## src/core/wdog_pkg.sv

```systemverilog
// Constants for the window watchdog with reset generation.
// Assumes a 40 MHz core clock; all windows count sample-period ticks.
//
// Notes on behaviour
// - Divided clock timebase; two mode pins select timing; both high disable.
// - Mode pins both low select fast timing, the typical figures.
// - After power-on, reset output stays low for the reset delay, 16 ms.
// - Reset release starts a 32 ms ignore window; trigger is disregarded.
// - After the ignore window comes a long open window of four open windows.
// - A valid trigger in an open window starts a closed window at once.
// - A valid trigger inside a closed window is a pretrigger and causes reset.
// - Closed window expiry starts an open window of at most 32 ms.
// - An open window expiring without valid trigger causes reset.
// - Only a falling edge on the trigger input counts as a trigger.
// - Trigger sampled every 0.5 ms; valid after two high, two low samples.
// - Trigger whose fourth sample lands in the open window is valid.
// - Watchdog disabled by low load current keeps the reset output high.
// - Re-activation by load current restarts with ignore, long open window.
// - First valid trigger ends the long open window; normal windows follow.
// - Supply below threshold longer than reaction time drives reset low.

package wdog_pkg;

    // ----------------------------------------------------------------
    // Clock and timebase
    // ----------------------------------------------------------------
    localparam int CLK_PERIOD_PS = 25000;
    localparam int SAMPLE_PERIOD_US = 500;
    localparam int SAMPLE_CYCLES =
        (SAMPLE_PERIOD_US * 1000000) / CLK_PERIOD_PS;
    localparam int REACTION_TIME_NS = 4000;
    localparam int REACTION_CYCLES =
        (REACTION_TIME_NS * 1000 + CLK_PERIOD_PS - 1) / CLK_PERIOD_PS;

    // ----------------------------------------------------------------
    // Window lengths in fast-timing ms, and in sample ticks
    // ----------------------------------------------------------------
    localparam int RESET_DELAY_MS = 16;
    localparam int IGNORE_WINDOW_MS = 32;
    localparam int OPEN_WINDOW_MS = 32;
    localparam int CLOSED_WINDOW_MS = 32;
    localparam int LONG_OPEN_FACTOR = 4;
    localparam int WIN_W = 9;
    localparam logic [WIN_W-1:0] RESET_DELAY_TICKS =
        WIN_W'(RESET_DELAY_MS * 1000 / SAMPLE_PERIOD_US);
    localparam logic [WIN_W-1:0] IGNORE_TICKS =
        WIN_W'(IGNORE_WINDOW_MS * 1000 / SAMPLE_PERIOD_US);
    localparam logic [WIN_W-1:0] OPEN_TICKS =
        WIN_W'(OPEN_WINDOW_MS * 1000 / SAMPLE_PERIOD_US);
    localparam logic [WIN_W-1:0] CLOSED_TICKS =
        WIN_W'(CLOSED_WINDOW_MS * 1000 / SAMPLE_PERIOD_US);
    localparam logic [WIN_W-1:0] LONG_OPEN_TICKS =
        WIN_W'(LONG_OPEN_FACTOR * OPEN_WINDOW_MS * 1000 / SAMPLE_PERIOD_US);

    // ----------------------------------------------------------------
    // Mode pin codes and trigger pattern
    // ----------------------------------------------------------------
    localparam logic [1:0] MODE_FAST = 2'h0;
    localparam logic [1:0] MODE_OFF = 2'h3;
    localparam logic [3:0] TRIG_PATTERN = 4'hc; // Oldest first: H H L L

    typedef enum logic [2:0] {
        ST_RESET = 3'b000,
        ST_IGNORE = 3'b001,
        ST_LONG_OPEN = 3'b010,
        ST_CLOSED = 3'b011,
        ST_OPEN = 3'b100,
        ST_DISABLED = 3'b101
    } wd_state_t;

endpackage

```

## src/core/window_watchdog_reset.sv

```systemverilog
// Window watchdog with power-on and supply reset generation.
// Assumes all pin inputs are asynchronous; comparators for supply
// level and load current sit outside and deliver clean logic levels.

`timescale 1ns/10ps
`default_nettype none

module window_watchdog_reset #(
    parameter int SAMPLE_CYCLES = wdog_pkg::SAMPLE_CYCLES
) (
    input wire logic core_clk_i,
    input wire logic rstn_i,
    input wire logic trigger_input_i,
    input wire logic timing_select_bit_one_i,
    input wire logic timing_select_bit_two_i,
    input wire logic load_current_high_i,
    input wire logic supply_ok_i,
    output logic reset_output_n_o,
    output logic open_window_o
);

    localparam int DIV_W = $clog2(SAMPLE_CYCLES + 1);
    localparam int RR_W = $clog2(wdog_pkg::REACTION_CYCLES + 1);

    // The divider needs at least two clocks per sample tick
    if (SAMPLE_CYCLES < 2) begin : gen_bad_sample
        $error("SAMPLE_CYCLES must be at least 2");
    end

    // ----------------------------------------------------------------
    // Input synchronisers
    // ----------------------------------------------------------------
    logic [4:0] sync1_reg;
    logic [4:0] sync2_reg;

    // Two flops per pin; only sync2_reg is read by logic
    always_ff @(posedge core_clk_i or negedge rstn_i) begin
        if (!rstn_i) begin
            sync1_reg <= 5'h00;
            sync2_reg <= 5'h00;
        end else begin
            sync1_reg <= {supply_ok_i, load_current_high_i,
                          timing_select_bit_two_i, timing_select_bit_one_i,
                          trigger_input_i};
            sync2_reg <= sync1_reg;
        end
    end

    logic trig_s;
    logic [1:0] mode_s;
    logic load_s;
    logic supply_s;
    logic slow;
    logic wd_off;

    assign trig_s = sync2_reg[0];
    assign mode_s = sync2_reg[2:1];
    assign load_s = sync2_reg[3];
    assign supply_s = sync2_reg[4];
    // Anything but all-low or all-high is taken as slow timing
    assign slow = (mode_s != wdog_pkg::MODE_FAST) &&
                  (mode_s != wdog_pkg::MODE_OFF);
    assign wd_off = (mode_s == wdog_pkg::MODE_OFF) || !load_s;

    // ----------------------------------------------------------------
    // Timebase divider and supply filter
    // ----------------------------------------------------------------
    logic [DIV_W-1:0] div_reg;
    logic [DIV_W-1:0] div_next;
    logic half_reg;
    logic half_next;
    logic tick_reg;
    logic tick_next;
    logic [RR_W-1:0] low_reg;
    logic [RR_W-1:0] low_next;
    logic supply_fail;

    // Slow timing skips every other divider wrap, doubling the sample period and every window but not the supply reaction time
    always_comb begin
        div_next = div_reg + DIV_W'(1);
        half_next = half_reg;
        tick_next = 1'b0;
        if (div_reg == DIV_W'(SAMPLE_CYCLES - 1)) begin
            div_next = '0;
            half_next = slow ? !half_reg : 1'b0;
            tick_next = !slow || half_reg;
        end
        low_next = low_reg;
        if (supply_s) begin
            low_next = '0;
        end else if (low_reg != RR_W'(wdog_pkg::REACTION_CYCLES)) begin
            low_next = low_reg + RR_W'(1);
        end
    end

    // Short dips below the reaction time never reach the reset
    assign supply_fail =
        (low_reg == RR_W'(wdog_pkg::REACTION_CYCLES));

    always_ff @(posedge core_clk_i or negedge rstn_i) begin
        if (!rstn_i) begin
            div_reg <= '0;
            half_reg <= 1'b0;
            tick_reg <= 1'b0;
            low_reg <= '0;
        end else begin
            div_reg <= div_next;
            half_reg <= half_next;
            tick_reg <= tick_next;
            low_reg <= low_next;
        end
    end

    // ----------------------------------------------------------------
    // Window sequencer
    // ----------------------------------------------------------------
    function automatic logic [wdog_pkg::WIN_W-1:0] win_len(
        input wdog_pkg::wd_state_t st
    );
        unique case (st)
            wdog_pkg::ST_RESET: win_len = wdog_pkg::RESET_DELAY_TICKS;
            wdog_pkg::ST_IGNORE: win_len = wdog_pkg::IGNORE_TICKS;
            wdog_pkg::ST_LONG_OPEN: win_len = wdog_pkg::LONG_OPEN_TICKS;
            wdog_pkg::ST_CLOSED: win_len = wdog_pkg::CLOSED_TICKS;
            wdog_pkg::ST_OPEN: win_len = wdog_pkg::OPEN_TICKS;
            default: win_len = wdog_pkg::OPEN_TICKS;
        endcase
    endfunction

    wdog_pkg::wd_state_t state_reg;
    wdog_pkg::wd_state_t state_next;
    logic [wdog_pkg::WIN_W-1:0] win_reg;
    logic [wdog_pkg::WIN_W-1:0] win_next;
    logic [3:0] hist_reg;
    logic [3:0] hist_next;
    logic rst_n_reg;
    logic rst_n_next;
    logic open_reg;
    logic open_next;
    logic [3:0] hist_shift;
    logic trig_valid;
    logic last;

    // Falling edge seen as H,H,L,L over four samples
    assign hist_shift = {hist_reg[2:0], trig_s};
    assign trig_valid = (hist_shift == wdog_pkg::TRIG_PATTERN);
    assign last = (win_reg == win_len(state_reg) - wdog_pkg::WIN_W'(1));

    always_comb begin
        state_next = state_reg;
        win_next = win_reg;
        hist_next = hist_reg;
        if (supply_fail) begin
            state_next = wdog_pkg::ST_RESET;
            win_next = '0;
            hist_next = 4'h0;
        end else if (state_reg != wdog_pkg::ST_RESET && wd_off) begin
            state_next = wdog_pkg::ST_DISABLED;
            win_next = '0;
            hist_next = 4'h0;
        end else if (state_reg == wdog_pkg::ST_DISABLED) begin
            state_next = wdog_pkg::ST_IGNORE;
            win_next = '0;
        end else if (tick_reg) begin
            hist_next = hist_shift;
            win_next = win_reg + wdog_pkg::WIN_W'(1);
            unique case (state_reg)
                wdog_pkg::ST_RESET: begin
                    hist_next = 4'h0;
                    if (last) begin
                        state_next = wdog_pkg::ST_IGNORE;
                        win_next = '0;
                    end
                end
                wdog_pkg::ST_IGNORE: begin
                    hist_next = 4'h0;
                    if (last) begin
                        state_next = wdog_pkg::ST_LONG_OPEN;
                        win_next = '0;
                    end
                end
                wdog_pkg::ST_LONG_OPEN, wdog_pkg::ST_OPEN: begin
                    if (trig_valid) begin
                        state_next = wdog_pkg::ST_CLOSED;
                        win_next = '0;
                    end else if (last) begin
                        state_next = wdog_pkg::ST_RESET;
                        win_next = '0;
                    end
                end
                wdog_pkg::ST_CLOSED: begin
                    // The sample on the closing tick already counts as open
                    if (last) begin
                        state_next = trig_valid ? wdog_pkg::ST_CLOSED
                                                : wdog_pkg::ST_OPEN;
                        win_next = '0;
                    end else if (trig_valid) begin
                        state_next = wdog_pkg::ST_RESET;
                        win_next = '0;
                    end
                end
                default: begin
                    state_next = wdog_pkg::ST_RESET;
                    win_next = '0;
                end
            endcase
        end
        rst_n_next = (state_next != wdog_pkg::ST_RESET);
        open_next = (state_next == wdog_pkg::ST_OPEN) ||
                    (state_next == wdog_pkg::ST_LONG_OPEN);
    end

    // Reset output low from the asynchronous reset onward
    always_ff @(posedge core_clk_i or negedge rstn_i) begin
        if (!rstn_i) begin
            state_reg <= wdog_pkg::ST_RESET;
            win_reg <= '0;
            hist_reg <= 4'h0;
            rst_n_reg <= 1'b0;
            open_reg <= 1'b0;
        end else begin
            state_reg <= state_next;
            win_reg <= win_next;
            hist_reg <= hist_next;
            rst_n_reg <= rst_n_next;
            open_reg <= open_next;
        end
    end

    assign reset_output_n_o = rst_n_reg;
    assign open_window_o = open_reg;

endmodule // window_watchdog_reset

`default_nettype wire

```

## config.mk

```make
export PLATFORM = sky130hd
export DESIGN_NAME = window_watchdog_reset
export DESIGN_NICKNAME = d
export VERILOG_FILES = /design/src/core/wdog_pkg.sv /design/src/core/window_watchdog_reset.sv
export SDC_FILE = /design/constraint.sdc
export NUM_CORES = 1
export LEC_CHECK = 0
export ABC_AREA = 1
export BUFFER_PORTS_ARGS = -buffer_cell sky130_fd_sc_hd__buf_4
export CAP_MARGIN = 20
export CORE_UTILIZATION = 55
export CTS_CLUSTER_DIAMETER = 50
export DETAILED_ROUTE_END_ITERATION = 8
export GPL_TIMING_DRIVEN = 0
export PLACE_DENSITY = 0.73
export SETUP_SLACK_MARGIN = 0.05
export SYNTH_ARGS = -nofsm -noshare
export SYNTH_HDL_FRONTEND = slang
export SYNTH_SLANG_ARGS = --single-unit
```

## constraint.sdc

```tcl
create_clock -name core_clk_i -period 3.3 [get_ports core_clk_i]
set_input_delay 0.66 -clock core_clk_i [delete_from_list [all_inputs] [get_ports core_clk_i]]
set_output_delay 0.66 -clock core_clk_i [all_outputs]
set_load 0.03 [all_outputs]
```

==> flow_summary.toml, run 1 <==
[clock_tree]
cts_buffer_depth = 2
postCtsSetupRepairBufs = 0
cts_sinks = 52
htreeDepth = 2
cts_resized = 0
tritoncts = "yes"
clk_pin_slew_ps = 90
ctsHoldBuffers = 0
numCtsBuffers = 5
clkLatencyLatePin_ps = 300
clock-root-buffer = "clkbuf_8"

[routing]
drt-total-wl_um = 4150
num_vias = 1916
via_per_inst = 5.26
antenna_left = 0
remaining_drc_errors = 0
drt_iter0_markers = 61
post_drt_wl_per_cell_um = 11.4
dr.pass1.iters = 4

[floorplanning]
die_w_um = 69.8
pin_count = 9
num_rows = 24
start_util = 0.576
dieArea_um2 = 4870
die_h_um = 69.8
coreArea_um2 = 4380

[grt]
grt_pass1_wl_um = 7860
antenna_found_initial = 0
grt_max_degree = 53
grt_pass1_vias = 1867
grtUsageTotal = 0.199
gr-total-overflow = 0

[timing]
finalSetupViolCount = 0
finalHoldViolCount = 0
worst_pin_slew_ps = 618
relSlewSlack = 0.588
fin_setup_tns_ps = 0
post-route-period-util = 0.556
slew_violations = 0
timing.final.crit_period_ps = 1840
whs_ps = 354
rsz0062_at_grt = "false"
fin_ws_ps = 1460
skew_ps = 12.2
fmax_mhz = 545

[run]
maxCapViolations = 0

[synth]
synth_compound_area_frac = 0.0901
avgSynthCellArea_um2 = 8.54
synth_top_family_by_area = "simple AND/OR/NAND/NOR gates"
synthAdderAreaFrac = 0.0248
netlist_area_um2 = 2530
yosys.area_share.simple = 0.258
ys_ff_latch = 52
synth_cells = 296
synth_seq_area_share = 0.515
yosysWarnings = 0
synthMuxAreaShare = 0
synth_xor_area_frac = 0.0347
synth_cell_type_count = 33
syn_nets = 308

[final_layout]
fin_nets = 323
final_cells = 364
fillers = 398
register_area_um2 = 1300
multi_input_area_um2 = 1030
diodes = 0
synthToLayoutAreaGrowth_pct = 9.95
largest_reg_flops = 15
drive_gt1_frac = 0.112

[power_and_ir_drop]
p_leak_nw = 1.45
power.density_nw_per_um2 = 412
irDropWorstVdd_mv = 0.363

[status]
status = "complete, no violations"

[setup_path]
cp.required_ps = 3480
cp_data_arrival_time_ps = 2020
start_kind = "register"
crit_type = "reg2reg"
cp-end-kind = "register"
path_max_fanout = 8

[placement]
port_buffers = 8
gp_congestion = 0.883
dpl.hpwl_um = 3070
dp_worst_setup_slack_ps = 1500
dpl.cell_count = 356

[min_path]
hold_class = "reg2reg"
==> metrics by stage <==
stage	area (um2)	total power, mW	utilization
final	2780	1.14	0.634
after floorplan	2530	0.673	-
after global routing	2780	1.19	0.634
after global placement	2650	0.693	0.605
after detailed placement	2650	0.694	0.605
after CTS	2780	1.16	0.634
==> critical path, cell delays in order, from the launching register on <==
cell and delay, ps:
dfrtp_1 450, inv_1 80, ha_1 140, nand3_1 60, or2_1 250, buf_6 150, nand2_8 80, inv_1 40
nand3_1 80, inv_1 70, nor2_2 210, nor3_1 100
==> logic make-up after synthesis <==
kind of cell	after synthesis
xor+xnor	10
fa+ha+maj	5
compound gates	41
simple gates	138
flops	52
buf+inv	50
==> worst paths after layout <==
path | slack (ps) | start | endpoint | cells past startpoint
min in group asynchronous | 360 | rstn_i | win_reg[7] | 1
setup reg to reg | 1460 | low_reg[0] | win_reg[4] | 11
hold reg to reg | 350 | sync1_reg[2] | sync2_reg[2] | 0
hold / removal | 350 | sync1_reg[2] | sync2_reg[2] | 0
max in group asynchronous | 2510 | rstn_i | div_reg[10] | 1
setup / recovery | 1460 | low_reg[0] | win_reg[4] | 11
==> power by group <==
group	leakage (nW)	internal, mW	total (mW)	switching [mW]
Clock	0.0645	0.268	0.465	0.197
Combinational	0.700	0.00965	0.0290	0.0194
Sequential	0.686	0.646	0.651	0.00554
Total	1.45	0.923	1.14	0.222
==> layout make-up <==
cell class / count / area share
Multi-Input combinational cell: 194 / 0.371
Clock buffer: 7 / 0.0347
Inverter: 48 / 0.0648
Clock inverter: 1 / 0.0108
Timing Repair Buffer: 8 / 0.0216
Sequential cell: 52 / 0.468
Buffer: 2 / 0.00540
Tap cell: 52 / 0.0234
==> synthesized netlist by cell type <==
cell       number  area share
a21oi_1        16       0.032
o21bai_1        1      0.0030
o21ai_2         1      0.0035
nand3_4         1      0.0069
o21ai_0        16       0.032
inv_2           5      0.0074
nor2_1         26       0.039
nor2_2          2      0.0049
nor2_4          1      0.0045
o21ai_1         1      0.0020
nor3_1          8       0.016
or2_1           2      0.0049
clkbuf_1        1      0.0015
a2bb2oi_1       1      0.0035
nand4_1         8       0.020
a31o_2          1      0.0035
dfrtp_1        52        0.51
nand2_8         1      0.0079
a211oi_1        1      0.0030
nor3_2          2      0.0079
buf_6           1      0.0045
nand2_1        60       0.089
nand3_1        18       0.036
inv_1          43       0.064
ha_1            5       0.025
nand2_2         4      0.0099
or2_0           1      0.0025
nor4_1          2      0.0049
and3_1          2      0.0049
o31ai_1         1      0.0030
xor2_1         10       0.035
a31oi_1         1      0.0025
o21a_1          1      0.0030
==> metal layers <==
| layer | GRT usage | share of wire | wire length (um) | up-vias |
|---|---|---|---|---|
| li1 | - | - | - | 982 |
| met1 | 0.264 | 0.49 | 2030 | 905 |
| met2 | 0.329 | 0.47 | 1970 | 27 |
| met3 | 0.0451 | 0.033 | 135 | 2 |
| met4 | 0.0556 | 0.0043 | 18 | 0 |
| met5 | 0 | 0 | 0 | - |
==> cells in the final DEF (no fill, tap or decap), drive strengths merged <==
cell type,Yosys,routed
o31ai,1,1
a2bb2oi,1,1
nor3,10,10
and3,2,2
ha,5,5
a21oi,16,16
o21ai,18,18
a211oi,1,1
nand2,65,65
inv,48,48
dfrtp,52,52
buf,1,9
nand3,19,19
nor2,29,29
clkbuf,1,8
o21a,1,1
nand4,8,8
a31oi,1,1
bufinv,0,1
o21bai,1,1
a31o,1,1
nor4,2,2
xor2,10,10
or2,3,3
Power figures use the tool's default switching activity.
==> inputs of run 2 (changes only) <==
- PLACE_DENSITY: 0.73 -> 0.76
- clock period: 3.3 -> 1.55 ns (I/O delays scaled with it)
==> run 2 against run 1 <==
Compared with the run above: the run now ends with negative hold slack, negative setup slack left; clock skew fell by 2.0 ps; clock-buffer cell count fell by 2; global-route usage rose by 2.7 points; sequential power rose by 110%; first-iteration DRC count rose to 2.6 times the previous value; clock power rose by 70%; combinational power rose to 3.8 times the previous value; total power rose by 100%; sequential cell count did not move; critical path type unchanged; largest power group unchanged; highest routed layer unchanged.
==> flow_summary.toml, run 2 (same netlist as run 1, synthesis figures left out) <==
[status]
status = "complete, but fails checks"
failed_checks = "negative hold slack, negative setup slack"

[grt]
grtUsageTotal = 0.226
grt_max_degree = 53
grt_pass1_wl_um = 8720
gr-total-overflow = 0
grt_pass1_vias = 2003
antenna_found_initial = 0

[setup_path]
r2r_cells = 10
critPathMaxStageDelay_ps = 360
cp-end-kind = "register"
cp.required_ps = 1800
crit_chain = "buf_4 > buf_6 > nand4_1 > nor2_2 > nand2_1 > inv_2 > nand3_2 > or2_4 > nor2_4 > xor2_1"
start_kind = "register"
path_max_fanout = 3
critical-path-slowest-cell = "dfrtp_1"
crit_type = "reg2reg"
cp_data_arrival_time_ps = 2020

[routing]
via_per_inst = 5.29
drt-total-wl_um = 5290
post_drt_wl_per_cell_um = 13.4
drt_iter0_markers = 160
dr.pass1.iters = 4
antenna_left = 0
remaining_drc_errors = 0
num_vias = 2084

[final_layout]
fin_util = 0.736
diodes = 0
largest_reg_flops = 15
synthToLayoutAreaGrowth_pct = 27.6
fillers = 299
fin_nets = 353
drive_gt1_frac = 0.330
final_cell_mix = "nand2_1 (54), dfrtp_1 (49), inv_1 (37)"
final_common_cell = "nand2_1"

[placement]
dp_worst_setup_slack_ps = -283
dpl.hpwl_um = 3050
port_buffers = 8
gp_congestion = 0.887

[clock_tree]
clk_pin_slew_ps = 100
cts_buffer_depth = 2
clkLatencyLatePin_ps = 320
numCtsBuffers = 5
htreeDepth = 2
ctsHoldBuffers = 0
tritoncts = "yes"
cts_sinks = 52
clock-root-buffer = "clkbuf_8"

[timing]
post-route-period-util = 1.14
fin_ws_ps = -218
fin_setup_tns_ps = -1880
finalSetupViolCount = 22
finalHoldViolCount = 1
skew_ps = 10.2
rsz0062_at_grt = "true"
timing.final.crit_period_ps = 1770
relSlewSlack = 0.573
slew_violations = 0
whs_ps = -1.88
worst_pin_slew_ps = 641
fmax_mhz = 566

[power_and_ir_drop]
power_frac_comb = 0.048
sw_frac_of_total = 0.238
seqPwrFrac = 0.607
intPower_mw = 1.74
switchingPower_mw = 0.543
p_leak_nw = 1.62
p_clk_frac = 0.346
irDropWorstVdd_mv = 0.773
power.density_nw_per_um2 = 708

[floorplanning]
pin_count = 9
dieArea_um2 = 4870
coreArea_um2 = 4380
start_util = 0.576
num_rows = 24
die_w_um = 69.8
die_h_um = 69.8

[min_path]
hold_class = "in2async"

[run]
maxCapViolations = 0
-- run 2: power by group through the flow --
stage	Combinational, mW	Sequential, mW	Clock, mW
2_1_floorplan	0.0218	1.41	0
3_3_place_gp	0.0629	1.41	0
3_5_place_dp	0.0652	1.41	0
4_1_cts	0.0787	1.38	0.811
5_1_grt	0.120	1.39	0.875
6_report	0.109	1.39	0.790
-- run 2: repair_timing --
item,4_1_cts,5_1_grt
endpoints found under the setup margin,25,34
gates resized for setup,24,55
pin swaps,15,14
buffers inserted,18,13
-- run 2: worst paths after layout --
check                           startpoint      endpoint  slack [ps]
min in group core_clk_i    trigger_input_i  sync1_reg[0]          90
hold / removal                      rstn_i    win_reg[2]          -2
setup reg to reg                div_reg[1]   div_reg[13]        -220
setup / recovery                div_reg[1]   div_reg[13]        -220
hold reg to reg               sync1_reg[4]  sync2_reg[4]         360
max in group asynchronous           rstn_i  state_reg[1]        1090
-- run 2: cell type report --
type | count | area [um2] | share of cell area
Sequential cell | 52 | 1310 | 0.405
Multi-Input combinational cell | 194 | 1260 | 0.389
Timing Repair Buffer | 38 | 304 | 0.0943
Inverter | 48 | 188 | 0.0582
Clock buffer | 5 | 68.8 | 0.0213
Tap cell | 52 | 65.1 | 0.0202
Clock inverter | 3 | 23.8 | 0.00737
Buffer | 2 | 15.0 | 0.00465
-- run 2: per-stage QoR --
step / instance area, um2 / power [mW] / hold WS [ps] / std cells
final: 3230 / 2.28 / -1.88 / 394
after detailed placement: 2660 / 1.48 / 340 / 356
after global routing: 3230 / 2.38 / 42.9 / 394
after global placement: 2660 / 1.48 / 332 / 356
after CTS: 2960 / 2.27 / 33.5 / 382
after floorplan: 2530 / 1.43 / 14.4 / 296
-- run 2: worst max-delay path: cells and delay by family, from the launching register on --
family | cells | cell delay, ps
XOR/XNOR | 1 | 150
buffers and inverters | 3 | 270
flip-flops | 1 | 360
AND/OR/NAND/NOR | 6 | 920
-- run 2: layer usage --
metal  global-route usage  wire length (um)  vias to the layer above
met5                    0                 0                        -
met4                0.102               140                        0
met3               0.0494               245                       15
met2                0.371              2600                       49
met1                0.288              2310                      980
li1                     -                 -                     1040
==> inputs of run 3 (changes only) <==
- CORE_ASPECT_RATIO: not set -> 0.8
==> run 3 against run 2 <==
Compared with the run above: the flow finishes with violations (negative setup slack); clock power increased by 27%; routed wire length grew 14%; worst hold slack better by 25 ps; sequential share of layout area down 2.6 points; register-to-register slack better by 60 ps; maximum frequency is 3.4% higher; critical path depth stayed put; clock skew down 4.5 ps; clock-buffer cell count grew 1; setup slack improved by 58 ps; critical endpoint is now win_reg[3]; largest cell class is now multi-input combinational cells.
==> flow_summary.toml, run 3 (same netlist as run 1, synthesis figures left out) <==
[final_layout]
drive_gt1_frac = 0.403
diodes = 0
final_cell_mix = "dfrtp_1 (49), nand2_1 (47), buf_4 (45)"
fin_nets = 368
largest_reg_flops = 15
synthToLayoutAreaGrowth_pct = 36.3
fin_util = 0.804
fillers = 243
final_common_cell = "dfrtp_1"

[min_path]
hold_class = "in2async"

[floorplanning]
coreArea_um2 = 4280
die_h_um = 62.6
num_rows = 21
die_w_um = 77.8
dieArea_um2 = 4870
pin_count = 9
start_util = 0.590

[placement]
dpl.hpwl_um = 3050
port_buffers = 8
gp_congestion = 0.905

[clock_tree]
clock-root-buffer = "clkbuf_8"
clkLatencyLatePin_ps = 310
cts_sinks = 52
numCtsBuffers = 5
htreeDepth = 2
cts_buffer_depth = 2
tritoncts = "yes"
ctsHoldBuffers = 0
clk_pin_slew_ps = 100

[timing]
fin_ws_ps = -160
slew_violations = 0
fmax_mhz = 585
fin_setup_tns_ps = -1530
finalHoldViolCount = 0
finalSetupViolCount = 26
post-route-period-util = 1.10
relSlewSlack = 0.564
timing.final.crit_period_ps = 1710
worst_pin_slew_ps = 654
rsz0062_at_grt = "true"
skew_ps = 5.69

[setup_path]
r2r_cells = 10
start_kind = "register"
r2r-end = "win_reg[3]"
ff2ff_setup_slack_ps = -160
cp_data_arrival_time_ps = 1920
path_max_fanout = 5
critPathLaunch = "low_reg[0]"
crit_type = "reg2reg"
cp.required_ps = 1760
cp-end-kind = "register"
cp-endpoint = "win_reg[3]"
reg2reg_from = "low_reg[0]"

[power_and_ir_drop]
power.density_nw_per_um2 = 723
switchingPower_mw = 0.543
p_leak_nw = 1.74
intPower_mw = 1.95
power_frac_comb = 0.040
p_clk_frac = 0.403
irDropWorstVdd_mv = 0.711
seqPwrFrac = 0.557
sw_frac_of_total = 0.218

[run]
maxCapViolations = 0

[grt]
grt_pass1_wl_um = 8670
gr-total-overflow = 0
grt_max_degree = 53
grt_pass1_vias = 1953
antenna_found_initial = 0
grtUsageTotal = 0.232

[routing]
remaining_drc_errors = 0
drt-total-wl_um = 6010
post_drt_wl_per_cell_um = 14.5
antenna_left = 0
via_per_inst = 5.35
dr.pass1.iters = 4
num_vias = 2215
drt_iter0_markers = 152

[status]
status = "complete, but fails checks"
failed_checks = "negative setup slack"
[run 3: metal layers]
layer	wire length [um]	vias up	global-route usage
met3	228	11	0.0496
met4	87	0	0.0967
met2	2960	56	0.354
met5	0	-	0
li1	-	1076	-
met1	2730	1072	0.320
[run 3: cell type report]
| class | instances | area (um2) | share of cell area |
|---|---|---|---|
| Sequential cell | 52 | 1310 | 0.379 |
| Tap cell | 57 | 71.3 | 0.0207 |
| Timing Repair Buffer | 53 | 432 | 0.125 |
| Inverter | 48 | 193 | 0.0559 |
| Clock buffer | 6 | 82.6 | 0.0240 |
| Buffer | 2 | 15.0 | 0.00436 |
| Multi-Input combinational cell | 194 | 1310 | 0.380 |
| Clock inverter | 2 | 38.8 | 0.0113 |
[run 3: how the worst min path moves through the flow]
stage / from / end / slack, ps / depth (start not counted)
global placement: sync1_reg[2] / sync2_reg[2] / 330 / 0
global route: rstn_i / div_reg[7] / 80 / 1
CTS: rstn_i / div_reg[7] / 40 / 1
detailed placement: sync1_reg[1] / sync2_reg[1] / 340 / 0
finish: rstn_i / div_reg[0] / 20 / 1
floorplan: rstn_i / div_reg[0] / 10 / 0
[run 3: stage by stage]
step	setup WS, ps	hold WS [ps]	cell area [um2]	instances	power (mW)
global route	-270	75.6	3440	414	2.57
global placement	-218	333	2670	361	1.48
finish	-160	23.4	3440	414	2.49
floorplan	-97.9	14.4	2530	296	1.43
detailed placement	-251	337	2670	361	1.48
CTS	-140	41.8	3060	395	2.46
[run 3: power by group through the flow]
stage	Combinational (mW)	Clock (mW)	Sequential, mW
6_report	0.101	1.00	1.39
5_1_grt	0.113	1.07	1.39
3_3_place_gp	0.0632	0	1.41
3_5_place_dp	0.0642	0	1.41
4_1_cts	0.0783	0.995	1.38
2_1_floorplan	0.0218	0	1.41
[run 3: critical path: stages (launching register included)]
cell and delay (ps):
dfrtp_1 410, inv_2 80, ha_4 130, nand3_2 60, or2_1 240, buf_6 140, nand2_8 70, nor2_4 60
or2_1 220, xor2_1 170, nor2_2 40
[run 3: repair_timing]
item	in CTS	in global routing
resized for setup	30	72
setup buffers	26	19
pin swaps	17	24
setup endpoints to repair	25	34
